### config.mk
export PLATFORM = sky130hd
export DESIGN_NAME = asop_core
export DESIGN_NICKNAME = d
export VERILOG_FILES = /design/src/design/asop_pkg.sv /design/src/design/asop_core.sv
export SDC_FILE = /design/constraint.sdc
export NUM_CORES = 1
export LEC_CHECK = 0
export BUFFER_PORTS_ARGS = -buffer_cell sky130_fd_sc_hd__buf_2
export CORE_MARGIN = 8
export CORE_UTILIZATION = 55
export DETAILED_ROUTE_END_ITERATION = 6
export HOLD_SLACK_MARGIN = 0.02
export PLACE_DENSITY = 0.74
export SLEW_MARGIN = 40
export SYNTH_ARGS = -nofsm -noshare
export SYNTH_HDL_FRONTEND = slang
export SYNTH_SLANG_ARGS = --single-unit
export TNS_END_PERCENT = 1
### constraint.sdc
create_clock -name clk_sys -period 5 [get_ports clk_sys]
set_clock_uncertainty 0.15 [all_clocks]
set_input_delay 0.25 -clock clk_sys [delete_from_list [all_inputs] [get_ports clk_sys]]
set_output_delay 0.25 -clock clk_sys [all_outputs]
set_load 0.1 [all_outputs]
### src/design/asop_pkg.sv
// Package for the converter sample and output pipeline.
// Assumes a single 25 MHz system clock and synchronous active-high reset.
package asop_pkg;

   localparam int WORD_W = 9;
   localparam int COARSE_W = 5;
   localparam int FINE_W = 5;
   localparam int PIPE_DEPTH = 5;
   localparam int CLK_PERIOD_PS = 40000;
   // Recovery after an overrange episode, in ns
   localparam int RECOVER_NS = 10;
   localparam int RECOVER_CYC_RAW = (RECOVER_NS * 1000) / CLK_PERIOD_PS;
   localparam int RECOVER_CYC = (RECOVER_CYC_RAW < 1) ? 1 : RECOVER_CYC_RAW;
   // Rate limits, in samples per second
   localparam int MIN_GUAR_SPS = 3000000;
   localparam int TRACK_ONLY_SPS = 1500000;
   localparam int CLK_HZ = 25000000;
   // Longest strobe period, in clocks, before track-only (rounded down)
   localparam int TRACK_ONLY_CYC = CLK_HZ / TRACK_ONLY_SPS;
   localparam int SLOW_CYC = CLK_HZ / MIN_GUAR_SPS;
   localparam int GAP_W = 8;
   localparam logic [WORD_W-1:0] CODE_ZERO = 9'h000;
   localparam logic [WORD_W-1:0] CODE_FULL = 9'h1FF;

   typedef struct packed {
      logic [COARSE_W-1:0] coarse;
      logic [FINE_W-1:0] fine;
      logic over_hi;
      logic over_lo;
   } asop_sample_t;

   typedef struct packed {
      logic [WORD_W-1:0] word;
      logic valid;
   } asop_stage_t;

   typedef enum logic [1:0] {
      ASOP_NORMAL,
      ASOP_CLAMP,
      ASOP_RECOVER
   } asop_mode_t;

   typedef struct packed {
      logic [2:0] strobe_sync;
      asop_stage_t [PIPE_DEPTH-1:0] pipe;
      logic [WORD_W-1:0] sample_word;
      logic [GAP_W-1:0] gap_cnt;
      logic track_only;
      logic rate_low;
      logic [2:0] flush_cnt;
      asop_mode_t mode;
      logic [3:0] recover_cnt;
      logic hold_active;
   } asop_state_t;

endpackage : asop_pkg

### src/design/asop_core.sv
// Sample strobe capture, error correction and five-stage output pipeline.
// Assumes coarse/fine/overrange results arrive from analog front end logic
// on the sample strobe pin; the strobe pin is synchronised to clk_sys.
//
// Function
// - Capture input, start conversion each strobe rise
// - Error-correct coarse/fine into one 9-bit word
// - Output word updates on strobe rise only
// - Output word lags its sample five strobes
// - Overrange clamps output to all ones/zeros
// - First in-range strobe repeats clamp code; valid conversions resume 2 clocks later
// - Below 1.5 MSPS hold stage tracks only
// - Hold mode entered on strobe rising edge
// - MSB on highest bit, LSB on bit zero
`timescale 1ns/1ps
`default_nettype none
module asop_core #(
   parameter int PIPE = asop_pkg::PIPE_DEPTH
) (
   input wire logic clk_sys,
   input wire logic srst,
   input wire logic sample_strobe,
   input wire asop_pkg::asop_sample_t front_result,
   output logic [asop_pkg::WORD_W-1:0] sample_word,
   output logic hold_active,
   output logic track_only,
   output logic rate_low,
   output logic pipe_flushed
);
   import asop_pkg::*;

   asop_state_t s_q;
   asop_state_t s_d;
   logic strobe_rise;
   logic [WORD_W-1:0] corrected;
   logic [WORD_W:0] sum_wide;

   ////////////////////////////////////////////////////////////////////////
   // Error correction: coarse weighs top bits, fine overlaps by one bit
   always_comb begin
      sum_wide = {1'b0, front_result.coarse, 4'h0}
         + {5'h00, front_result.fine}
         - {6'h00, 4'h8};
      if (sum_wide[WORD_W]) begin
         // Negative borrow from the overlap saturates low
         corrected = (front_result.coarse == 5'h00) ? CODE_ZERO : CODE_FULL;
      end else begin
         corrected = sum_wide[WORD_W-1:0];
      end
   end

   // Only the second and third stages are read; the first is metastable
   assign strobe_rise = s_q.strobe_sync[1] & ~s_q.strobe_sync[2];

   ////////////////////////////////////////////////////////////////////////
   always_comb begin
      s_d = s_q;
      s_d.strobe_sync = {s_q.strobe_sync[1:0], sample_strobe};
      if (s_q.gap_cnt != {GAP_W{1'b1}}) begin
         s_d.gap_cnt = s_q.gap_cnt + 8'h01;
      end
      // Long strobe gap means the strobe has stopped or slowed
      if (32'(s_q.gap_cnt) > TRACK_ONLY_CYC) begin
         s_d.track_only = 1'b1;
         s_d.hold_active = 1'b0;
         s_d.flush_cnt = 3'h0;
      end
      if (32'(s_q.gap_cnt) > SLOW_CYC) begin
         s_d.rate_low = 1'b1;
      end
      if (s_q.mode == ASOP_RECOVER) begin
         if (s_q.recover_cnt != 4'h0) begin
            s_d.recover_cnt = s_q.recover_cnt - 4'h1;
         end else begin
            s_d.mode = ASOP_NORMAL;
         end
      end
      if (strobe_rise) begin
         s_d.gap_cnt = '0;
         s_d.track_only = 1'b0;
         s_d.rate_low = 32'(s_q.gap_cnt) > SLOW_CYC;
         s_d.hold_active = 1'b1;
         // New sample enters stage 0, older ones advance
         for (int i = PIPE - 1; i > 0; i--) begin
            s_d.pipe[i] = s_q.pipe[i-1];
         end
         s_d.pipe[0].valid = 1'b1;
         if (front_result.over_hi || front_result.over_lo) begin
            s_d.mode = ASOP_CLAMP;
            s_d.pipe[0].word = front_result.over_hi ? CODE_FULL : CODE_ZERO;
         end else if (s_q.mode == ASOP_CLAMP) begin
            s_d.mode = ASOP_RECOVER;
            s_d.recover_cnt = 4'(RECOVER_CYC);
            s_d.pipe[0].word = s_q.pipe[0].word;
         end else if (s_q.mode == ASOP_RECOVER) begin
            // Front end still settling; repeat the clamped code
            s_d.pipe[0].word = s_q.pipe[0].word;
         end else begin
            s_d.pipe[0].word = corrected;
         end
         s_d.sample_word = s_q.pipe[PIPE-1].word;
         if (s_q.flush_cnt != 3'(PIPE)) begin
            s_d.flush_cnt = s_q.flush_cnt + 3'h1;
         end
      end
      if (srst) begin
         s_d = '0;
         s_d.mode = ASOP_NORMAL;
         s_d.track_only = 1'b1;
         s_d.rate_low = 1'b1;
      end
   end

   always_ff @(posedge clk_sys) begin
      s_q <= s_d;
   end

   ////////////////////////////////////////////////////////////////////////
   // Word is held between strobe rises, since only strobe_rise loads it
   assign sample_word = s_q.sample_word;
   assign hold_active = s_q.hold_active;
   assign track_only = s_q.track_only;
   assign rate_low = s_q.rate_low;
   // Advisory for the capturer; flushed after five strobes since a stop
   assign pipe_flushed = (s_q.flush_cnt == 3'(PIPE));

endmodule : asop_core
`default_nettype wire

After elaboration in Yosys (flattened, before gate mapping). Index checks and enable logic that the tools add are counted.

Bits of input ports: 15. Register bits: 77. Output and inout bits: 13. Word-level logic and storage cells: 55.

Mux-type cells: 18. Add/subtract/negate cells: 5. Bitwise gates (word level): 2. Equal/unequal tests: 7. Magnitude comparators: 2. Reduce and logical (&&, ||, !) cells: 7.

Operators by type and width (count): 2-to-1 mux 9 bit (6); 2-to-1 mux 12 bit (1); 2-to-1 mux 6 bit (2); adder 9 x 5 -> 10 bit (1); subtractor 10 x 4 -> 10 bit, second input constant (1); adder 8 x 1 -> 8 bit, second input constant (1); > comparator 8 x 4 -> 1 bit, second input constant (1); > comparator 8 x 5 -> 1 bit, second input constant (1); 2-to-1 mux 4 bit (2); inequality test 8 bit, second input constant (1); 2-to-1 mux 3 bit (2); logical NOT 5 bit (1); 2-to-1 mux 2 bit (2); nonzero test 2 bit (2); nonzero test 4 bit (1); subtractor 4 x 1 -> 4 bit, second input constant (1); adder 3 x 1 -> 3 bit, second input constant (1); equality test 3 bit, second input constant (1); 2-to-1 mux 1 bit (3); inequality test 3 bit, second input constant (1); AND reduction 3 bit (1); equality test 2 x 1 -> 1 bit, second input constant (1); equality test 2 bit, second input constant (1); inequality test 2 x 1 -> 1 bit, second input constant (1); other kinds (5) (5).

Longest topological paths before layout.
Depth in word-level cells: 6. Depth in mapped cells: 11. Depth with buffers taken out: 11.

Worst setup path after synthesis. OpenSTA, ideal clock, no wires.

Path type: input -> register. Start: input front_result[6] (netlist bit). End: register s_q[38] (netlist bit). Arrival time: 2.142 ns. Path buffers: 2. Setup time: 0.119 ns. Cell stages on the path: 11. Path slack: 2.589 ns. Cells stage by stage: inv_1 -> ha_1 -> inv_1 -> ha_1 -> a21oi_1 -> nor3_1 -> o21a_1 -> buf_6 -> or4b_1 -> buf_2 -> o221a_1.

Word-level cells in the longest chain between the ends: 6.

Ends and longest elaborated chain: start, declared (line asop_core.sv:23) `input wire asop_pkg::asop_sample_t front_result,`; adder 9 x 5 -> 10 bit (line asop_core.sv:42) `+ {5'h00, front_result.fine}`; subtractor 10 x 4 -> 10 bit (line asop_core.sv:43) `- {6'h00, 4'h8};`; 2-to-1 mux 9 bit (line asop_core.sv:44) `if (sum_wide[WORD_W]) begin`; 2-to-1 mux 9 bit (line asop_core.sv:95) `end else if (s_q.mode == ASOP_RECOVER) begin`; 2-to-1 mux 9 bit (line asop_core.sv:91) `end else if (s_q.mode == ASOP_CLAMP) begin`; 2-to-1 mux 9 bit (line asop_core.sv:88) `if (front_result.over_hi || front_result.over_lo) begin`; end signal, assigned (line asop_core.sv:115) `s_q <= s_d;`; end, declared (line asop_core.sv:32) `asop_state_t s_q;`.

No other way between the ends. The select of a mux whose other input is x is not followed. A chain may end at the register's enable or synchronous reset.

Worst setup path after layout.
Start: register s_q[81] (netlist bit). End: register s_q[36] (netlist bit).

Word-level cells in the longest chain between the ends: 3.

Ends and longest elaborated chain: inverter 1 bit (line asop_core.sv:53) `assign strobe_rise = s_q.strobe_sync[1] & ~s_q.strobe_sync[2];`; bitwise AND 1 bit (line asop_core.sv:53); AND reduction 3 bit (no line).

No other way between the ends.

==> impl_metrics.yaml <==
power_and_ir_drop:
  power.share.clock_pct: 39.5
  power_leakage_nw: 1.35
  power.internal_mw: 0.928
  switching_power_mw: 0.279
  ir_drop_uv: 185
  p_seq_share_pct: 52.2
  p_comb_share_pct: 8.2
  power_density_nw_per_um2: 334
  sw_frac_of_total_pct: 23.1
synth:
  syn_avg_cell_area_sq_um: 8.25
  synth_edf_count: 0
  yosysTopAreaCellShare_pct: 46.7
  synth_cell_types: 41
  syn_nets: 428
  synth.cell_area_sq_um: 3300
  synthCells: 400
  synth_top_flop_cell: "dfxtp_1"
  ys_warn_count: 0
  async_flop_share_pct: 0
  yosysTopAreaCell: "dfxtp_1"
  ys_seq_elements: 77
  ys_seq_area_share_pct: 46.7
  ys_top_cells_by_area: "dfxtp_1 47%, nand2_1 11%, a21oi_1 8.6%, ha_1 4.5%, o221a_1 2.7%"
worst_setup_path:
  r2r_cells: 5
  end_kind: "flop"
  slowest_stage: "a21oi_1"
  cp-start-kind: "flop"
  critPathRequiredTime_ns: 5.08
  crit_chain: "nand2b_1 > buf_4 > a21oi_1 > or4b_1 > o221a_1"
  regToRegSetupSlack_ns: 2.36
  r2r_end: "s_q[36]$_SDFFE_PP0P_"
  crit_fanout: 53
  slowest_delay_ns: 0.69
  crit_end: "s_q[36]$_SDFFE_PP0P_"
  cp.arrival_ns: 2.71
  crit_start: "s_q[81]$_SDFF_PP0_"
  rr_startpoint: "s_q[81]$_SDFF_PP0_"
  worstSetupPathType: "flop to flop"
clock_network:
  htree_levels: 3
  numCtsBuffers: 9
  ctsRootBufferMaster: "clkbuf_8"
  cts_hold_buffers: 1
  numClockSinks: 77
  cts_resized: 0
  cts_tree: "done"
  cts_setup_buffers: 0
  insertion_delay_ns: 0.34
  cts_max_path_buffers: 2
  clk_pin_slew_worst_paths_ns: 0.07
floorplanning:
  die_w_microns: 93.5
  core_sq_um: 5850
  die_y_microns: 93.5
  rows: 28
  initial_core_util_pct: 56.4
  io_pins: 28
  dieArea_sq_um: 8740
timing:
  setup_tns_ns: 0
  fmax_mhz: 379
  timing.final.ws_setup_ns: 2.36
  fin_crit_ns: 2.64
  period_share_pct: 52.7
  rsz0062_at_grt: "false"
  whs_ns: 0.122
  setup_viol: 0
  slew_violations: 0
  hold_violations: 0
  tightest_slew_ns: 0.801
  slew_headroom_pct: 46.6
final_layout:
  syn_to_final_growth_pct: 9.55
  stdcell_count: 489
  final_util_pct: 61.8
  nets: 438
  layout-drive-gt1-share_pct: 11.8
  num_antenna_cells: 0
placement:
  numPortBuffers: 27
  place_congestion: 0.827
  dpl.hpwl_microns: 3720
  dp_cells: 473
  place_ws_ns: 2.27
hold_path:
  worst_hold_path_type: "primary input to flop"
  min_from: "front_result[0]"
global_route:
  grt_antenna_before_repair: 0
  grt_pass1_vias: 2342
  grt_pass1_wl_microns: 10100
  grt_max_degree: 63
  grtUsageTotal_pct: 13.9
  grt-ovfl-total: 0
status:
  status: "complete, no violations"
drt:
  dr_total_vias: 2530
  drt_iter0_markers: 138
  first_pass_iters: 4
  wire_per_inst_microns: 11.7
  post_drt_via_cell_ratio: 5.17
  antenna_left: 0
  drt-total-wl_microns: 5700
  drc: 0
job:
  drv_cap: 0
[worst min-delay path by stage]
stage	endpoint	cells past startpoint
floorplan	s_q[79]$_SDFF_PP0_	1
global placement	s_q[80]$_SDFF_PP0_	1
detailed placement	s_q[80]$_SDFF_PP0_	1
CTS	s_q[37]$_SDFFE_PP0P_	4
global route	s_q[37]$_SDFFE_PP0P_	4
finish	s_q[37]$_SDFFE_PP0P_	4
[area by class of cell]
cell class | instances | area (sq um)
repair buffers | 31 | 168
well taps | 75 | 93.8
fillers | 524 | 2230
clock inverters | 3 | 43.8
inverters | 18 | 67.6
clock buffers | 12 | 165
flip-flops and latches | 77 | 1540
multi-input cells | 273 | 1540
[layout by cell type (no fill, tap or decap), types with 2 or more instances in the layout]
master and instances:
nand4_1 2, a31oi_1 3, nor3b_1 6, nor2_1 19, inv_1 18, nand3_1 4
nand2_1 96, nand3b_1 2, nor2b_1 5, buf_2 27, and3_1 3, a21oi_1 57
ha_1 12, nand2b_1 6, a211oi_1 3, o21a_1 2, dfxtp_1 77, xnor2_1 5
clkbuf_8 12, o21ai_0 6, xor2_1 5, o221a_1 8, and2_1 2, buf_4 3
or3_1 2, a2111oi_0 2, nor3_1 10
[Yosys cell counts (4+ instances only)]
| master | count |
|---|---|
| inv_1 | 18 |
| clkbuf_1 | 20 |
| nor2b_1 | 6 |
| buf_4 | 9 |
| xor2_1 | 5 |
| o221a_1 | 8 |
| dfxtp_1 | 77 |
| nand3_1 | 4 |
| o21ai_0 | 6 |
| nor2_1 | 19 |
| nand2_1 | 96 |
| ha_1 | 12 |
| nand2b_1 | 6 |
| a21oi_1 | 57 |
| nor3b_1 | 6 |
| xnor2_1 | 5 |
| nor3_1 | 10 |
[logic make-up after synthesis]
| kind of cell | after synthesis | share of synthesized area, % |
|---|---|---|
| DFF | 77 | 46.7 |
| AOI/OAI and AO/OA | 87 | 16.2 |
| xor gates and xnor gates | 10 | 2.65 |
| buffers and inverters | 50 | 6.97 |
| muxes | 1 | 0.303 |
| adders and majority gates | 13 | 5.16 |
| and+or+nand+nor | 162 | 22.0 |
[power by group through the flow]
| stage | sequential [mW] | clock, mW | combinational (mW) |
|---|---|---|---|
| 2_1_floorplan | 0.652 | 0 | 0.0690 |
| 3_3_place_gp | 0.644 | 0 | 0.0966 |
| 6_report | 0.630 | 0.477 | 0.0994 |
| 3_5_place_dp | 0.645 | 0 | 0.0991 |
| 4_1_cts | 0.630 | 0.491 | 0.100 |
| 5_1_grt | 0.632 | 0.519 | 0.111 |
[layer usage]
metal	wire length (microns)	track usage, %	share of wire [%]	vias to the layer above
met1	2810	16.8	49	1137
met2	2570	22.0	45	35
li1	-	-	-	1348
met3	227	3.77	4.0	10
met4	91	7.65	1.6	0
met5	0	0	0	-
[registers in the layout, summed over array words and instances, names as in the netlist, named ones only]
| name | count |
|---|---|
| s_q | 64 |
| hold_active | 1 |
| track_only | 1 |
| rate_low | 1 |
| sample_word | 9 |
[stage by stage]
stage,area [sq um],total power [mW]
after floorplan,3300,0.721
after global placement,3400,0.741
after detailed placement,3400,0.744
after CTS,3620,1.22
after global routing,3620,1.26
final,3620,1.21
[worst max-delay path: cells and delay by family, from the launching register on]
kind	cells	cell delay, ns
AO/OA/AOI/OAI	2	0.97
AND/OR/NAND/NOR	2	0.79
flip-flops	1	0.33
buffers and inverters	1	0.28
Note: power is estimated with default switching activity, not from simulation.
